===== config.mk =====
export PLATFORM = sky130hd
export DESIGN_NAME = dmarep_channel
export DESIGN_NICKNAME = d
export VERILOG_FILES = /design/src/core/dmarep_channel.v
export VERILOG_INCLUDE_DIRS = /design/src /design/src/core
export SDC_FILE = /design/constraint.sdc
export NUM_CORES = 1
export LEC_CHECK = 0
export ABC_CLOCK_PERIOD_IN_PS = 6000
export BUFFER_PORTS_ARGS = -buffer_cell sky130_fd_sc_hd__buf_2
export CELL_PAD_IN_SITES_DETAIL_PLACEMENT = 1
export CELL_PAD_IN_SITES_GLOBAL_PLACEMENT = 1
export CORE_MARGIN = 3
export CORE_UTILIZATION = 29
export DETAILED_ROUTE_END_ITERATION = 7
export PLACE_DENSITY = 0.63
export SLEW_MARGIN = 25
export SYNTH_ARGS = -nofsm -noshare
export SYNTH_HDL_FRONTEND = slang
export SYNTH_SLANG_ARGS = --single-unit

===== constraint.sdc =====
create_clock -name clk -period 6 [get_ports clk]
set_input_delay 1.2 -clock clk [delete_from_list [all_inputs] [get_ports clk]]
set_output_delay 1.2 -clock clk [all_outputs]
set_load 0.05 [all_outputs]

===== src/core/dmarep_defines.vh =====
`ifndef DMAREP_DEFINES_VH
`define DMAREP_DEFINES_VH

// register byte offsets
`define DMAREP_OFS_CTRL     8'h00
`define DMAREP_OFS_MEMPTR   8'h04
`define DMAREP_OFS_IOLOW    8'h08
`define DMAREP_OFS_LIVECNT  8'h0c
`define DMAREP_OFS_INITCNT  8'h10
`define DMAREP_OFS_SRCPTR   8'h14
`define DMAREP_OFS_DSTPTR   8'h18
`define DMAREP_OFS_PAIRCNT  8'h1c
`define DMAREP_OFS_STATUS   8'h20

// control register fields
`define DMAREP_CTL_EN       0
`define DMAREP_CTL_IRQEN    1
`define DMAREP_CTL_WORD     2
`define DMAREP_CTL_DEC      3
`define DMAREP_CTL_REPEAT   4
`define DMAREP_CTL_SRC_LO   5
`define DMAREP_CTL_SRC_HI   7
`define DMAREP_CTL_BURST    8
`define DMAREP_CTL_SST_LO   9
`define DMAREP_CTL_SST_HI   10
`define DMAREP_CTL_DST_LO   11
`define DMAREP_CTL_DST_HI   12
`define DMAREP_CTL_W        13
`define DMAREP_CTL_RST      13'h0000

// status register fields
`define DMAREP_ST_DONE      0
`define DMAREP_ST_BUSY      1

// activation sources
`define DMAREP_SRC_TX       3'h4
`define DMAREP_SRC_RX       3'h5
`define DMAREP_SRC_EXT      3'h6
`define DMAREP_SRC_AUTO     3'h7

// pointer step codes
`define DMAREP_STEP_HOLD    2'h0
`define DMAREP_STEP_INC     2'h1
`define DMAREP_STEP_DEC     2'h2

// fixed upper part of the io address
`define DMAREP_IO_HIGH      16'hffff

// axi responses
`define DMAREP_RESP_OKAY    2'h0
`define DMAREP_RESP_SLVERR  2'h2

`endif


===== src/core/dmarep_channel.v =====
// Function
// - repeat mode chosen per channel by own bit
// - one byte or word per accepted request
// - receive-full copies io to memory, else reverse
// - repeat memory pointer steps by size, direction
// - io address is ffff plus low byte
// - live count decrements, reloads from initial count
// - reload restores pointer by count times size
// - repeat cycles until disabled, no interrupt
// - re-enable resumes from preserved state
// - cycle length up to 255 transfers
// - repeat accepts timer, serial, external requests
// - normal mode moves source to destination pointer
// - source, destination pointers step independently
// - normal count ends, clears enable, interrupts
// - normal count zero gives 65536 transfers
// - normal mode accepts only external or auto
// - cycle-steal releases bus after each transfer
// - burst with auto source holds bus unless higher master asks
//
// The placing of the registers and the AXI4-Lite interface to the registers were left to the implementer.
`timescale 1ns/1ps
`default_nettype none
`include "dmarep_defines.vh"

module dmarep_channel (
   input  wire        clk,
   input  wire        arst_n,
   input  wire [7:0]  s_axi_awaddr,
   input  wire        s_axi_awvalid,
   output reg         s_axi_awready,
   input  wire [31:0] s_axi_wdata,
   input  wire [3:0]  s_axi_wstrb,
   input  wire        s_axi_wvalid,
   output reg         s_axi_wready,
   output reg  [1:0]  s_axi_bresp,
   output reg         s_axi_bvalid,
   input  wire        s_axi_bready,
   input  wire [7:0]  s_axi_araddr,
   input  wire        s_axi_arvalid,
   output reg         s_axi_arready,
   output reg  [31:0] s_axi_rdata,
   output reg  [1:0]  s_axi_rresp,
   output reg         s_axi_rvalid,
   input  wire        s_axi_rready,
   input  wire [3:0]  timerMatch,
   input  wire        txEmpty,
   input  wire        rxFull,
   input  wire        extReq_n,
   output reg         busReq,
   input  wire        busGrant,
   input  wire        hiPriReq,
   output reg         memReq,
   output reg         memWrite,
   output reg         memWord,
   output reg  [23:0] memAddr,
   output reg  [15:0] memWdata,
   input  wire        memAck,
   input  wire [15:0] memRdata,
   output reg         irqReq
);

   // ****************************************************************
   // helpers
   // ****************************************************************
   function [23:0] stepPtr;
      input [23:0] ptr;
      input [1:0]  step;
      input        word;
      reg   [23:0] sz;
      begin
         sz = word ? 24'h000002 : 24'h000001;
         case (step)
            `DMAREP_STEP_INC: stepPtr = ptr + sz;
            `DMAREP_STEP_DEC: stepPtr = ptr - sz;
            default:          stepPtr = ptr;
         endcase
      end
   endfunction

   function [31:0] merge;
      input [31:0] old;
      input [31:0] wd;
      input [3:0]  strb;
      integer      i;
      begin
         for (i = 0; i < 4; i = i + 1)
            merge[i*8 +: 8] = strb[i] ? wd[i*8 +: 8] : old[i*8 +: 8];
      end
   endfunction

   localparam [3:0] ST_IDLE = 4'h1;
   localparam [3:0] ST_ARB  = 4'h2;
   localparam [3:0] ST_RD   = 4'h4;
   localparam [3:0] ST_WR   = 4'h8;

   // ****************************************************************
   // registers
   // ****************************************************************
   reg [`DMAREP_CTL_W-1:0] ctrl_q;
   reg [23:0] memPtr_q;
   reg [7:0]  ioLow_q;
   reg [7:0]  liveCnt_q;
   reg [7:0]  initCnt_q;
   reg [23:0] srcPtr_q;
   reg [23:0] dstPtr_q;
   reg [15:0] pairCnt_q;
   reg        done_q;
   reg [3:0]  state_q;
   reg        pend_q;
   reg        fromRx_q;
   reg [2:0]  extSync_q;
   reg        extLvl_q;
   reg        awHave_q;
   reg        wHave_q;
   reg [7:0]  awAddr_q;
   reg [31:0] wData_q;
   reg [3:0]  wStrb_q;

   wire       en      = ctrl_q[`DMAREP_CTL_EN];
   wire       word    = ctrl_q[`DMAREP_CTL_WORD];
   wire       rep     = ctrl_q[`DMAREP_CTL_REPEAT];
   wire       burst   = ctrl_q[`DMAREP_CTL_BURST];
   wire [2:0] srcSel  = ctrl_q[`DMAREP_CTL_SRC_HI:`DMAREP_CTL_SRC_LO];
   wire [1:0] repStep = ctrl_q[`DMAREP_CTL_DEC] ? `DMAREP_STEP_DEC
                                                 : `DMAREP_STEP_INC;
   wire [23:0] ioAddr = {`DMAREP_IO_HIGH, ioLow_q};

   // ****************************************************************
   // request selection
   // ****************************************************************
   // falling edge only after the 2nd and 3rd stage agree, so glitches
   // shorter than a cycle never start a transfer
   wire extFall = extLvl_q & (extSync_q[2:1] == 2'b00);
   reg  trig;
   always @* begin
      trig = 1'b0;
      if (rep) begin
         case (srcSel)
            `DMAREP_SRC_TX:  trig = txEmpty;
            `DMAREP_SRC_RX:  trig = rxFull;
            `DMAREP_SRC_EXT: trig = extFall;
            `DMAREP_SRC_AUTO: trig = 1'b0;
            default:         trig = timerMatch[srcSel[1:0]];
         endcase
      end else begin
         case (srcSel)
            `DMAREP_SRC_EXT:  trig = extFall;
            `DMAREP_SRC_AUTO: trig = 1'b1;
            default:          trig = 1'b0;
         endcase
      end
   end

   wire startXfer = state_q[2] == 1'b0 && state_q[3] == 1'b0 &&
                    busGrant && busReq && (state_q == ST_ARB);
   wire lastDone  = state_q == ST_WR && memAck && memReq;
   wire normEnd   = !rep && pairCnt_q == 16'h0001;
   wire stayBus   = burst && !rep && !normEnd && !hiPriReq && en &&
                    srcSel == `DMAREP_SRC_AUTO;

   // ****************************************************************
   // axi-lite slave
   // ****************************************************************
   wire doWrite = awHave_q && wHave_q && !s_axi_bvalid;
   wire wrHit   = awAddr_q <= `DMAREP_OFS_STATUS && awAddr_q[1:0] == 2'b00;
   wire arHit   = s_axi_araddr <= `DMAREP_OFS_STATUS &&
                  s_axi_araddr[1:0] == 2'b00;
   wire [31:0] ctlM = merge({19'h00000, ctrl_q}, wData_q, wStrb_q);
   wire [31:0] memM = merge({8'h00, memPtr_q}, wData_q, wStrb_q);
   wire [31:0] srcM = merge({8'h00, srcPtr_q}, wData_q, wStrb_q);
   wire [31:0] dstM = merge({8'h00, dstPtr_q}, wData_q, wStrb_q);
   wire [31:0] cntM = merge({16'h0000, pairCnt_q}, wData_q, wStrb_q);
   reg [31:0] rdMux;
   always @* begin
      case (s_axi_araddr)
         `DMAREP_OFS_CTRL:    rdMux = {19'h00000, ctrl_q};
         `DMAREP_OFS_MEMPTR:  rdMux = {8'h00, memPtr_q};
         `DMAREP_OFS_IOLOW:   rdMux = {24'h000000, ioLow_q};
         `DMAREP_OFS_LIVECNT: rdMux = {24'h000000, liveCnt_q};
         `DMAREP_OFS_INITCNT: rdMux = {24'h000000, initCnt_q};
         `DMAREP_OFS_SRCPTR:  rdMux = {8'h00, srcPtr_q};
         `DMAREP_OFS_DSTPTR:  rdMux = {8'h00, dstPtr_q};
         `DMAREP_OFS_PAIRCNT: rdMux = {16'h0000, pairCnt_q};
         `DMAREP_OFS_STATUS:  rdMux = {30'h00000000, state_q != ST_IDLE,
                                       done_q};
         default:             rdMux = 32'h00000000;
      endcase
   end

   always @(posedge clk or negedge arst_n) begin
      if (!arst_n) begin
         s_axi_awready <= 1'b0;
         s_axi_wready  <= 1'b0;
         s_axi_bvalid  <= 1'b0;
         s_axi_bresp   <= `DMAREP_RESP_OKAY;
         s_axi_arready <= 1'b0;
         s_axi_rvalid  <= 1'b0;
         s_axi_rresp   <= `DMAREP_RESP_OKAY;
         s_axi_rdata   <= 32'h00000000;
         awHave_q      <= 1'b0;
         wHave_q       <= 1'b0;
         awAddr_q      <= 8'h00;
         wData_q       <= 32'h00000000;
         wStrb_q       <= 4'h0;
      end else begin
         s_axi_awready <= !awHave_q && !s_axi_awready;
         s_axi_wready  <= !wHave_q && !s_axi_wready;
         if (s_axi_awvalid && s_axi_awready) begin
            awHave_q <= 1'b1;
            awAddr_q <= s_axi_awaddr;
         end
         if (s_axi_wvalid && s_axi_wready) begin
            wHave_q <= 1'b1;
            wData_q <= s_axi_wdata;
            wStrb_q <= s_axi_wstrb;
         end
         if (doWrite) begin
            s_axi_bvalid <= 1'b1;
            s_axi_bresp  <= wrHit ? `DMAREP_RESP_OKAY : `DMAREP_RESP_SLVERR;
         end else if (s_axi_bvalid && s_axi_bready) begin
            s_axi_bvalid <= 1'b0;
            awHave_q     <= 1'b0;
            wHave_q      <= 1'b0;
         end
         s_axi_arready <= !s_axi_arready && !s_axi_rvalid;
         if (s_axi_arvalid && s_axi_arready) begin
            s_axi_rvalid <= 1'b1;
            s_axi_rdata  <= rdMux;
            s_axi_rresp  <= arHit ? `DMAREP_RESP_OKAY : `DMAREP_RESP_SLVERR;
         end else if (s_axi_rvalid && s_axi_rready) begin
            s_axi_rvalid <= 1'b0;
         end
      end
   end

   // ****************************************************************
   // transfer engine and register file
   // ****************************************************************
   always @(posedge clk or negedge arst_n) begin
      if (!arst_n) begin
         ctrl_q    <= `DMAREP_CTL_RST;
         memPtr_q  <= 24'h000000;
         ioLow_q   <= 8'h00;
         liveCnt_q <= 8'h00;
         initCnt_q <= 8'h00;
         srcPtr_q  <= 24'h000000;
         dstPtr_q  <= 24'h000000;
         pairCnt_q <= 16'h0000;
         done_q    <= 1'b0;
         state_q   <= ST_IDLE;
         pend_q    <= 1'b0;
         fromRx_q  <= 1'b0;
         extSync_q <= 3'h7;
         extLvl_q  <= 1'b1;
         busReq    <= 1'b0;
         memReq    <= 1'b0;
         memWrite  <= 1'b0;
         memWord   <= 1'b0;
         memAddr   <= 24'h000000;
         memWdata  <= 16'h0000;
         irqReq    <= 1'b0;
      end else begin
         extSync_q <= {extSync_q[1:0], extReq_n};
         if (extSync_q[2] == extSync_q[1])
            extLvl_q <= extSync_q[2];
         // pending set wins over the clear at transfer start
         if (en && trig)
            pend_q <= 1'b1;
         else if (startXfer || !en)
            pend_q <= 1'b0;
         case (state_q)
            ST_IDLE: begin
               if (en && pend_q) begin
                  busReq  <= 1'b1;
                  state_q <= ST_ARB;
               end
            end
            ST_ARB: begin
               if (busGrant) begin
                  fromRx_q <= rep && srcSel == `DMAREP_SRC_RX;
                  memReq   <= 1'b1;
                  memWrite <= 1'b0;
                  memWord  <= word;
                  if (!rep)
                     memAddr <= srcPtr_q;
                  else if (srcSel == `DMAREP_SRC_RX)
                     memAddr <= ioAddr;
                  else
                     memAddr <= memPtr_q;
                  state_q <= ST_RD;
               end
            end
            ST_RD: begin
               if (memAck) begin
                  memWrite <= 1'b1;
                  memWdata <= memRdata;
                  if (!rep)
                     memAddr <= dstPtr_q;
                  else if (fromRx_q)
                     memAddr <= memPtr_q;
                  else
                     memAddr <= ioAddr;
                  state_q <= ST_WR;
               end
            end
            ST_WR: begin
               if (memAck) begin
                  // one item per request, then bookkeeping
                  memReq   <= 1'b0;
                  memWrite <= 1'b0;
                  if (rep) begin
                     if (liveCnt_q == 8'h01) begin
                        liveCnt_q <= initCnt_q;
                        // restore so the next cycle reuses the table
                        if (ctrl_q[`DMAREP_CTL_DEC])
                           memPtr_q <= stepPtr(memPtr_q, repStep, word) +
                              ({16'h0000, initCnt_q} << word);
                        else
                           memPtr_q <= stepPtr(memPtr_q, repStep, word) -
                              ({16'h0000, initCnt_q} << word);
                     end else begin
                        liveCnt_q <= liveCnt_q - 8'h01;
                        memPtr_q  <= stepPtr(memPtr_q, repStep, word);
                     end
                  end else begin
                     srcPtr_q <= stepPtr(srcPtr_q,
                        ctrl_q[`DMAREP_CTL_SST_HI:`DMAREP_CTL_SST_LO],
                        word);
                     dstPtr_q <= stepPtr(dstPtr_q,
                        ctrl_q[`DMAREP_CTL_DST_HI:`DMAREP_CTL_DST_LO],
                        word);
                     // zero start wraps to ffff: full 65536 run
                     pairCnt_q <= pairCnt_q - 16'h0001;
                     if (normEnd) begin
                        ctrl_q[`DMAREP_CTL_EN] <= 1'b0;
                        done_q <= 1'b1;
                     end
                  end
                  if (stayBus) begin
                     state_q <= ST_ARB;
                  end else begin
                     busReq  <= 1'b0;
                     state_q <= ST_IDLE;
                  end
               end
            end
            default: state_q <= ST_IDLE;
         endcase
         // software writes; done clears on write-1 unless set now
         if (doWrite && wrHit) begin
            case (awAddr_q)
               `DMAREP_OFS_CTRL:
                  ctrl_q <= ctlM[`DMAREP_CTL_W-1:0];
               `DMAREP_OFS_MEMPTR:  memPtr_q <= memM[23:0];
               `DMAREP_OFS_IOLOW:   if (wStrb_q[0]) ioLow_q <= wData_q[7:0];
               `DMAREP_OFS_LIVECNT: if (wStrb_q[0]) liveCnt_q <= wData_q[7:0];
               `DMAREP_OFS_INITCNT: if (wStrb_q[0]) initCnt_q <= wData_q[7:0];
               `DMAREP_OFS_SRCPTR:  srcPtr_q <= srcM[23:0];
               `DMAREP_OFS_DSTPTR:  dstPtr_q <= dstM[23:0];
               `DMAREP_OFS_PAIRCNT: pairCnt_q <= cntM[15:0];
               `DMAREP_OFS_STATUS:
                  if (wStrb_q[0] && wData_q[`DMAREP_ST_DONE] &&
                      !(lastDone && normEnd))
                     done_q <= 1'b0;
               default: ;
            endcase
         end
         // repeat never flags completion
         irqReq <= done_q && ctrl_q[`DMAREP_CTL_IRQEN] && !rep;
      end
   end

endmodule // dmarep_channel

`default_nettype wire


# After elaboration in Yosys (flattened, before gate mapping)
# Cells that the tools add are included.
op_classes:
  n_addsub: 10
  order_cmp: 3
  eq_ne: 51
  shift: 1
  n_mux: 104
  bitwise: 3
  reduce_logical: 69
ops:
  columns: ["op", "n"]
  rows:
  - ["24-bit 2-to-1 mux", 33]
  - ["24-bit case mux with 9 select lines", 1]
  - ["24-bit case mux with 2 select lines", 4]
  - ["16-bit 2-to-1 mux", 5]
  - ["8-bit 2-to-1 mux", 10]
  - ["24-bit adder", 3]
  - ["24-bit subtractor", 3]
  - ["8-bit by 5-bit equality test with 1-bit output, second input constant", 8]
  - ["3-bit inequality test, second input constant", 12]
  - ["1-bit 2-to-1 mux", 35]
  - ["1-bit logical AND", 33]
  - ["8-bit by 4-bit equality test with 1-bit output, second input constant", 4]
  - ["24-bit by 2-bit adder with 24-bit output", 1]
  - ["8-bit by 1-bit left shift with 24-bit output", 1]
  - ["24-bit by 2-bit subtractor with 24-bit output", 1]
  - ["3-bit AND reduction", 6]
  - ["16-bit by 1-bit equality test with 1-bit output, second input constant", 1]
  - ["8-bit by 3-bit equality test with 1-bit output, second input constant", 2]
  - ["8-bit by 6-bit equality test with 1-bit output, second input constant", 2]
  - ["8-bit by 6-bit less-or-equal comparator with 1-bit output, second input constant", 2]
  - ["8-bit zero test", 2]
  - ["4-bit 2-to-1 mux", 4]
  - ["4-bit case mux with 4 select lines", 1]
  - ["16-bit by 1-bit subtractor with 16-bit output, second input constant", 1]
  - ["other kinds (27)", 66]
totals:
  register_bits: 259
  inputBits: 85
  out_inout_bits: 86
  word_cells: 284

# Depth between registers and ports, before layout
# Gate-level depths: netlist of run 1.
logic_depth:
  word_depth: 16
  mapped_depth: 24
  depth_no_buf: 22

# Worst setup path before layout of run 1
# No wires, ideal clock.
synth_path:
  path_kind: "reg2reg"
  from: "register ctrl_q[3]"
  to: "register memPtr_q[21]"
  t_arrival_ns: 4.949
  path_slack_ns: 0.917
  stages_incl_launch_ff: 20
  n_path_buf: 2
  period_less_slack_ns: 5.083
  path_cell_list: "dfrtp_1 clkbuf_1 buf_1 nand2_1 fa_1 nor2b_1 o211ai_1 a2111oi_0 o31ai_1 xnor2_1 ha_1 a21o_1 a211o_1 nor2_1 a211oi_1 or2_1 o21a_1 or3_1 a21oi_1 a211oi_1"
synth_between:
  elab_chain_len: 16
  elab_cells_between_ends: 23
  classes_between: "add/sub (2); eq/ne (2); mux (19)"
synth_rtl:
  columns: ["element", "line", "rtl"]
  rows:
  - ["start, declared", "dmarep_channel.v:100", "reg [`DMAREP_CTL_W-1:0] ctrl_q;"]
  - ["start signal, assigned", "dmarep_channel.v:242", "ctrl_q <= `DMAREP_CTL_RST;"]
  - ["start signal, assigned", "dmarep_channel.v:354", "ctrl_q <= ctlM[`DMAREP_CTL_W-1:0];"]
  - ["2-bit 2-to-1 mux (no source line)", null, null]
  - ["2-bit equality test / 2-bit by 1-bit equality test with 1-bit output (equally long branches)", "dmarep_channel.v:73", "case (step)"]
  - ["24-bit case mux with 2 select lines", "dmarep_channel.v:73", null]
  - ["24-bit 2-to-1 mux", "dmarep_channel.v:316", "if (ctrl_q[`DMAREP_CTL_DEC])"]
  - ["24-bit 2-to-1 mux", "dmarep_channel.v:313", "if (liveCnt_q == 8'h01) begin"]
  - ["24-bit 2-to-1 mux", "dmarep_channel.v:312", "if (rep) begin"]
  - ["24-bit 2-to-1 mux", "dmarep_channel.v:308", "if (memAck) begin"]
  - ["24-bit 2-to-1 mux", "dmarep_channel.v:272", "case (state_q)"]
  - ["24-bit subtractor / 24-bit adder (equally long branches)", "dmarep_channel.v:320, dmarep_channel.v:317", null]
  - ["24-bit 2-to-1 mux", "dmarep_channel.v:316", null]
  - ["24-bit 2-to-1 mux (*)", "dmarep_channel.v:313", null]
  - ["24-bit 2-to-1 mux (*)", "dmarep_channel.v:312", null]
  - ["24-bit 2-to-1 mux (*)", "dmarep_channel.v:308", null]
  - ["24-bit 2-to-1 mux (*)", "dmarep_channel.v:272", null]
  - ["24-bit 2-to-1 mux", "dmarep_channel.v:352", "case (awAddr_q)"]
  - ["24-bit 2-to-1 mux (*)", "dmarep_channel.v:351", "if (doWrite && wrHit) begin"]
  - ["end signal, assigned", "dmarep_channel.v:317", "memPtr_q <= stepPtr(memPtr_q, repStep, word) +"]
  - ["end signal, assigned", "dmarep_channel.v:320", "memPtr_q <= stepPtr(memPtr_q, repStep, word) -"]
  - ["end signal, assigned", "dmarep_channel.v:355", "`DMAREP_OFS_MEMPTR: memPtr_q <= memM[23:0];"]
  - ["end, declared", "dmarep_channel.v:101", "reg [23:0] memPtr_q;"]
# Every way passes the cells marked *; elsewhere a longest branch is shown, timed or not. The select of a mux whose other input is x is not followed.
# A chain may end at the register's enable or synchronous reset.

# Worst setup path in the final report of run 1
layout_path:
  from: "register ctrl_q[2]"
  to: "register memPtr_q[23]"
layout_between:
  elab_chain_len: 16
  elab_cells_between_ends: 24
  classes_between: "add/sub (4); shift (1); mux (19)"
layout_rtl:
  columns: ["element", "line", "rtl"]
  rows:
  - ["2-bit 2-to-1 mux", "dmarep_channel.v:72", "sz = word ? 24'h000002 : 24'h000001;"]
  - ["24-bit subtractor / 24-bit adder (equally long branches)", "dmarep_channel.v:75, dmarep_channel.v:74", null]
  - ["24-bit case mux with 2 select lines", "dmarep_channel.v:73", null]
  - ["24-bit 2-to-1 mux", "dmarep_channel.v:316", null]
  - ["24-bit 2-to-1 mux", "dmarep_channel.v:313", null]
  - ["24-bit 2-to-1 mux", "dmarep_channel.v:312", null]
  - ["24-bit 2-to-1 mux", "dmarep_channel.v:308", null]
  - ["24-bit 2-to-1 mux", "dmarep_channel.v:272", null]
  - ["24-bit subtractor / 24-bit adder (equally long branches)", "dmarep_channel.v:320, dmarep_channel.v:317", null]
  - ["24-bit 2-to-1 mux", "dmarep_channel.v:316", null]
  - ["24-bit 2-to-1 mux (*)", "dmarep_channel.v:313", null]
  - ["24-bit 2-to-1 mux (*)", "dmarep_channel.v:312", null]
  - ["24-bit 2-to-1 mux (*)", "dmarep_channel.v:308", null]
  - ["24-bit 2-to-1 mux (*)", "dmarep_channel.v:272", null]
  - ["24-bit 2-to-1 mux", "dmarep_channel.v:352", null]
  - ["24-bit 2-to-1 mux (*)", "dmarep_channel.v:351", null]
# Marked as above.

==> results_dict.tcl, run 1 <==
set metrics [dict create \
    vias 16017 \
    status "complete, no violations" \
    hold_depth 0 \
    htreeDepth 2 \
    synthesis.area_sq_mm 0.0169 \
    grt_pass1_vias 16693 \
    clock.fmax_mhz 189 \
    grt_pass1_wl_um 99900 \
    drt-vias-per-instance 5.64 \
    synth_top_area_share_pct 36.1 \
    finalNonFillerCells 2840 \
    numCtsBuffers 34 \
    grt_overflow_total 0 \
    rows 87 \
    tightest_slew_ns 1.12 \
    synth_simple_gate_area_share_pct 16.8 \
    synth_top_area_cell "dfrtp_1" \
    drt_iter0_drc 1102 \
    clkPwrFrac_pct 30.4 \
    setup_ws_ns 0.711 \
    critPathMaxFanout 8 \
    ys.flop_type "dfrtp_1" \
    cts.clk_slew.worst_paths_ns 0.06 \
    finalCriticalPeriod_ns 5.29 \
    synth_area_per_cell_sq_um 8.75 \
    endpoint_kind "flip-flop" \
    coreArea_sq_mm 0.0570 \
    peakVddDrop_mv 0.344 \
    post_cts_buffers 0 \
    synth_top_family_by_area "compound AO/OA/AOI/OAI gates" \
    start_kind "flip-flop" \
    fin_area_sq_mm 0.0195 \
    synth_seq_cells 249 \
    synthCells 1933 \
    finalSetupViolCount 0 \
    synth-xor-area-share_pct 3.83 \
    power.density_mw_per_mm2 325 \
    synthMuxAreaShare_pct 6.50 \
    cts-root-buf "clkbuf_16" \
    synthArstFlopShare_pct 100 \
    synth_cell_types 90 \
    wl_per_cell_um 22.9 \
    cts_hold_buf 0 \
    hold_path_class "reg -> reg" \
    p_switching_uw 2620 \
    detail-route-antenna-nets 0 \
    die_w_um 248 \
    switching_share_pct 41.2 \
    required_ns 6.40 \
    place_area_sq_mm 0.0185 \
    dp.cells 2781 \
    seqPwrFrac_pct 42.4 \
    maxSlewViolCount 0 \
    fin_setup_tns_ns 0 \
    drc 0 \
    rsz0062_at_grt "no" \
    cap_viol_max_count 0 \
    worstSkewPairLatency_ns 0.55 \
    finClkSkew_ns 0.0322 \
    cts_resized 0 \
    yosysWarnings 0 \
    die_y_um 248 \
    synth_area_leaders "dfrtp_1 (36%), ha_1 (7.5%), a21oi_1 (6.0%)" \
    layout-drive-gt1-share_pct 16.5 \
    grt_antenna_before_repair 1 \
    cts_tree "built" \
    period_share_pct 88.1 \
    slew_headroom_pct 24.9 \
    initial_utilization_pct 29.7 \
    cts_max_path_buffers 3 \
    post-dp-hpwl_um 49500 \
    io_buffers 151 \
    gp_congestion 0.892 \
    hold_slack_ns 0.358 \
    synth_compound_area_share_pct 24.4 \
    worstPathArrival_ns 5.69 \
    n_antenna_cell 0 \
    grtUsageTotal_pct 21.0 \
    final-hold-violation-count 0 \
    num_io_pins 171 \
    worst-r2r-cell-count 18 \
    place_ws_ns 0.817 \
    synth_fa_ha_area_share_pct 8.02 \
    synth_edf_count 0 \
    wl_um 65000 \
    p_int_uw 3730 \
    path_class "reg -> reg" \
    cts_num_sinks 249 \
    grt_max_degree 108 \
    die_area_sq_mm 0.0613 \
    yosysSeqAreaShare_pct 36.9 \
    area_growth_pct 15.3 \
    drtPass1Iterations 6 \
    leakagePower_uw 0.00904 \
    comb_power_share_pct 27.2 \
    fin_nets 2252 \
]
cell usage in the layout (no fill, tap or decap), types with 16 or more instances in the layout:
cell and n:
nor2_1 237, buf_4 25, a211oi_1 19, a21o_1 47
and3_1 17, a222oi_1 17, nor3_1 41, xnor2_1 45
or3_1 16, nand4_1 17, nand2_1 148, dfrtp_1 244
a22oi_1 61, inv_1 53, xor2_1 29, buf_2 150
clkbuf_16 34, nor2b_1 18, a21oi_1 201, ha_1 102
o21ai_0 119, o22ai_1 52, mux2_2 85, nand3_1 37
power by group through the flow:
stage	combinational, uW	clock (uW)	sequential (uW)
finish	1730	1930	2690
global route	1900	2050	2730
CTS	1740	1980	2690
detailed placement	1730	0	2720
global placement	1680	0	2700
floorplan	1030	0	2630
path summary, 6_finish.rpt:
kind | start | end | slack (ns)
min in group asynchronous | arst_n | wData_q[7] | 0.72
max in group asynchronous | arst_n | dstPtr_q[23] | 4.04
worst max register to register | ctrl_q[2] | memPtr_q[23] | 0.71
worst min register to register | extSync_q[0] | extSync_q[1] | 0.36
worst max-delay path | ctrl_q[2] | memPtr_q[23] | 0.71
worst min-delay path | extSync_q[0] | extSync_q[1] | 0.36
per-layer routing:
layer	track usage (%)	routed length, um
met2	35.2	30500
met1	27.6	28700
met4	7.74	2370
met5	0	12
met3	2.90	3350
synth_stat cells (all sizes together), types with 8 or more instances:
cell type / count
a21o: 47
a21oi: 202
nor3: 47
a222oi: 17
o21bai: 12
a31oi: 15
o21ai: 132
a211oi: 20
mux2: 85
clkbuf: 71
nand2b: 16
nor2: 238
nand3: 37
xnor2: 45
and3: 17
a22oi: 61
xor2: 29
nand4: 17
ha: 102
buf: 23
dfrtp: 244
a22o: 9
or2: 8
o22ai: 52
nor4: 8
o21a: 14
nor2b: 18
mux2i: 12
or3: 16
nand2: 150
inv: 53
o211ai: 13
area by class of cell:
class	count	area (sq um)
clock buffer	49	947
fill	6822	37500
timing repair buffer	177	973
inverter	53	199
tap	756	946
clock inverter	10	72.6
multi-input combinational	1546	10100
sequential	249	6240
per-stage QoR:
step / utilization, % / power [uW]
final: 34.2 / 6350
after global routing: 34.2 / 6680
after CTS: 34.2 / 6410
after detailed placement: 32.4 / 4440
after global placement: 32.4 / 4380
after floorplan: - / 3650
registers in the layout, summed over array words and instances, names as in the netlist, 13 cells and up:
name	flops
ctrl_q	13
dstPtr_q	24
memAddr	24
memPtr_q	24
memWdata	16
pairCnt_q	16
s_axi_rdata	24
srcPtr_q	24
wData_q	24
kinds of logic (layout without fill, tap and decap cells):
logic type      after synthesis  after routing
mux                          98             98
fa+ha+maj                   106            106
flops                       249            249
simple gates                608            608
compound gates              650            650
buf+inv                     147            289
xor+xnor                     74             74
other cells                   1             10
worst max-delay path: stages (launching register included):
cell and delay [ns]:
dfrtp_1 0.37, inv_1 0.34, nand2_1 0.15, fa_1 0.44
nor2b_1 0.19, o211ai_1 0.13, a2111oi_0 0.74, o31ai_1 0.32
o21ai_0 0.28, xnor2_1 0.15, ha_1 0.41, and3_1 0.23
nand3_1 0.11, a211oi_1 0.38, o2111a_1 0.30, nor3_1 0.06
nor3_1 0.30, xnor2_1 0.18, o21ai_1 0.07
Note: power is estimated with default switching activity, not from simulation.
==> run 2, diff against run 1 <==
Settings changed: ABC_CLOCK_PERIOD_IN_PS 6000 to 6900.
Clock period 6 ns to 6.9 ns, I/O delays scaled along.
==> run 2 against run 1 <==
  * Flip-flop and latch count unchanged
  * Non-clock buffer count unchanged
  * Utilization about the same
  * Clock-buffer cell count decreased by 5
==> results_dict.tcl, run 2 (synthesized netlist as in run 1, its figures left out) <==
set metrics [dict create \
    status "complete, no violations" \
    cts_hold_buf 0 \
    cap_viol_max_count 0 \
    worstSkewPairLatency_ns 0.61 \
    n_antenna_cell 0 \
    setup_ws_ns 1.53 \
    hp-start "extSync_q[0]" \
    period_share_pct 77.8 \
    post_cts_buffers 0 \
    clock.fmax_mhz 186 \
    cts_tree "built" \
    worstPathCellList "buf_4 > nand2_1 > fa_1 > nor2b_1 > o211ai_1 > a2111oi_0 > o31ai_1 > xnor2_1 > ha_1 > a21o_1 > a211o_1 > nor2_1 > a211oi_1 > or2_1 > o21a_1 > or3_1 > a21oi_1 > a211oi_1" \
    maxSlewViolCount 0 \
    numCtsBuffers 31 \
    endpoint_kind "flip-flop" \
    leakagePower_uw 0.00905 \
    detail-route-antenna-nets 0 \
    worstPathArrival_ns 5.83 \
    cts_num_sinks 249 \
    rrSetupSlack_ns 1.53 \
    p_int_uw 3230 \
    initial_utilization_pct 29.7 \
    layout-drive-gt1-share_pct 16.6 \
    drc 0 \
    grt_antenna_before_repair 2 \
    gp_congestion 0.888 \
    fin_setup_tns_ns 0 \
    slew_headroom_pct 29.9 \
    grt_overflow_total 0 \
    path_class "reg -> reg" \
    critPathMaxFanout 43 \
    rsz0062_at_grt "no" \
    place_ws_ns 1.63 \
    finClkSkew_ns 0.0237 \
    rows 87 \
    cts.clk_slew.worst_paths_ns 0.06 \
    final-hold-violation-count 0 \
    post-dp-hpwl_um 49100 \
    r2r_start "ctrl_q[3]" \
    peakVddDrop_mv 0.306 \
    drt_iter0_drc 1082 \
    cp_slowest_stage_delay_ns 0.70 \
    min_to "extSync_q[1]" \
    p_switching_uw 2250 \
    fin_nets 2249 \
    drt-vias-per-instance 5.63 \
    die_area_sq_mm 0.0613 \
    cts_max_path_buffers 3 \
    comb_power_share_pct 27.5 \
    finalCriticalPeriod_ns 5.37 \
    worst-r2r-cell-count 18 \
    cts-root-buf "clkbuf_16" \
    wl_um 64600 \
    cpMostUsedCell "a211oi_1" \
    fill_cells 6785 \
    grt_max_degree 133 \
    grt_pass1_wl_um 98700 \
    required_ns 7.36 \
    coreArea_sq_mm 0.0570 \
    cpMaxStageDelayCell "a2111oi_0" \
    cts_resized 0 \
    vias 15983 \
    wl_per_cell_um 22.8 \
    power.density_mw_per_mm2 280 \
    grt_pass1_vias 16366 \
    num_io_pins 171 \
    timing.rr.end "memPtr_q[21]" \
    fin_area_sq_mm 0.0195 \
    die_w_um 248 \
    place_area_sq_mm 0.0185 \
    layout.cells.most_common "dfrtp_1" \
    clkPwrFrac_pct 29.8 \
    start_kind "flip-flop" \
    switching_share_pct 41.0 \
    area_growth_pct 15.3 \
    tightest_slew_ns 1.05 \
    drtPass1Iterations 6 \
    io_buffers 151 \
    die_y_um 248 \
    hold_depth 0 \
    layout_common_cells "dfrtp_1 (244), nor2_1 (237), a21oi_1 (201)" \
    finalSetupViolCount 0 \
    hold_path_class "reg -> reg" \
    grtUsageTotal_pct 20.7 \
    htreeDepth 1 \
    seqPwrFrac_pct 42.7 \
]
run 2: cell types whose count changed in the layout (fill, tap and decap cells not counted):
cell        previous run  this run
clkinv_8               1         0
bufinv_16              0         1
clkinv_2               5         8
clkbuf_16             34        31
clkinvlp_4             3         1
buf_4                 25        24
clkbuf_1              11         6
inv_16                 0         1
buf_16                 0         1
clkbuf_8               4         7
run 2: how the worst max path moves through the flow:
| stage | startpoint | endpoint | cells past startpoint |
|---|---|---|---|
| 6_report | ctrl_q[3] | memPtr_q[21] | 18 |
| 5_1_grt | ctrl_q[3] | memPtr_q[23] | 18 |
| 4_1_cts | ctrl_q[3] | memPtr_q[23] | 18 |
| 3_5_place_dp | ctrl_q[3] | memPtr_q[23] | 18 |
| 3_3_place_gp | ctrl_q[3] | memPtr_q[23] | 18 |
| 2_1_floorplan | ctrl_q[3] | memPtr_q[21] | 19 |
run 2: routing by layer:
metal  track usage, %  share of wire, %  vias up
met4             7.50               3.9        4
li1                 -                 -     7385
met5                0             0.042        -
met3             3.30               5.4      124
met1             27.4                44     8019
met2             34.3                47      451
run 2: power groups by stage:
stage / sequential, uW / combinational (uW) / clock (uW)
2_1_floorplan: 2280 / 893 / 0
3_3_place_gp: 2350 / 1460 / 0
3_5_place_dp: 2360 / 1500 / 0
4_1_cts: 2330 / 1510 / 1680
5_1_grt: 2370 / 1650 / 1730
6_report: 2330 / 1510 / 1630
run 2: critical path: cells and delay by family, from the launching register on:
| family | cells | cell delay, ns |
|---|---|---|
| and+or+nand+nor | 5 | 1.14 |
| AOI/OAI and AO/OA | 9 | 2.19 |
| adders and majority gates | 2 | 0.84 |
| xor gates and xnor gates | 1 | 0.22 |
| DFF | 1 | 0.38 |
| buffers and inverters | 1 | 0.46 |
run 2: area by class of cell:
cell class | instances | area (sq um) | area share [%]
multi-input combinational | 1546 | 10100 | 52.0
sequential | 249 | 6240 | 32.0
timing repair buffer | 177 | 993 | 5.09
tap | 756 | 946 | 4.85
clock buffer | 44 | 895 | 4.58
inverter | 53 | 199 | 1.02
clock inverter | 12 | 106 | 0.545
run 2: stage by stage:
step / utilization (%) / std cells / power (uW) / hold slack, ns
global placement: 32.4 / 2780 / 3810 / 0.347
detailed placement: 32.4 / 2780 / 3860 / 0.353
finish: 34.2 / 2837 / 5470 / 0.357
CTS: 34.2 / 2836 / 5520 / 0.359
global route: 34.2 / 2837 / 5750 / 0.361
floorplan: - / 1942 / 3180 / 0.345
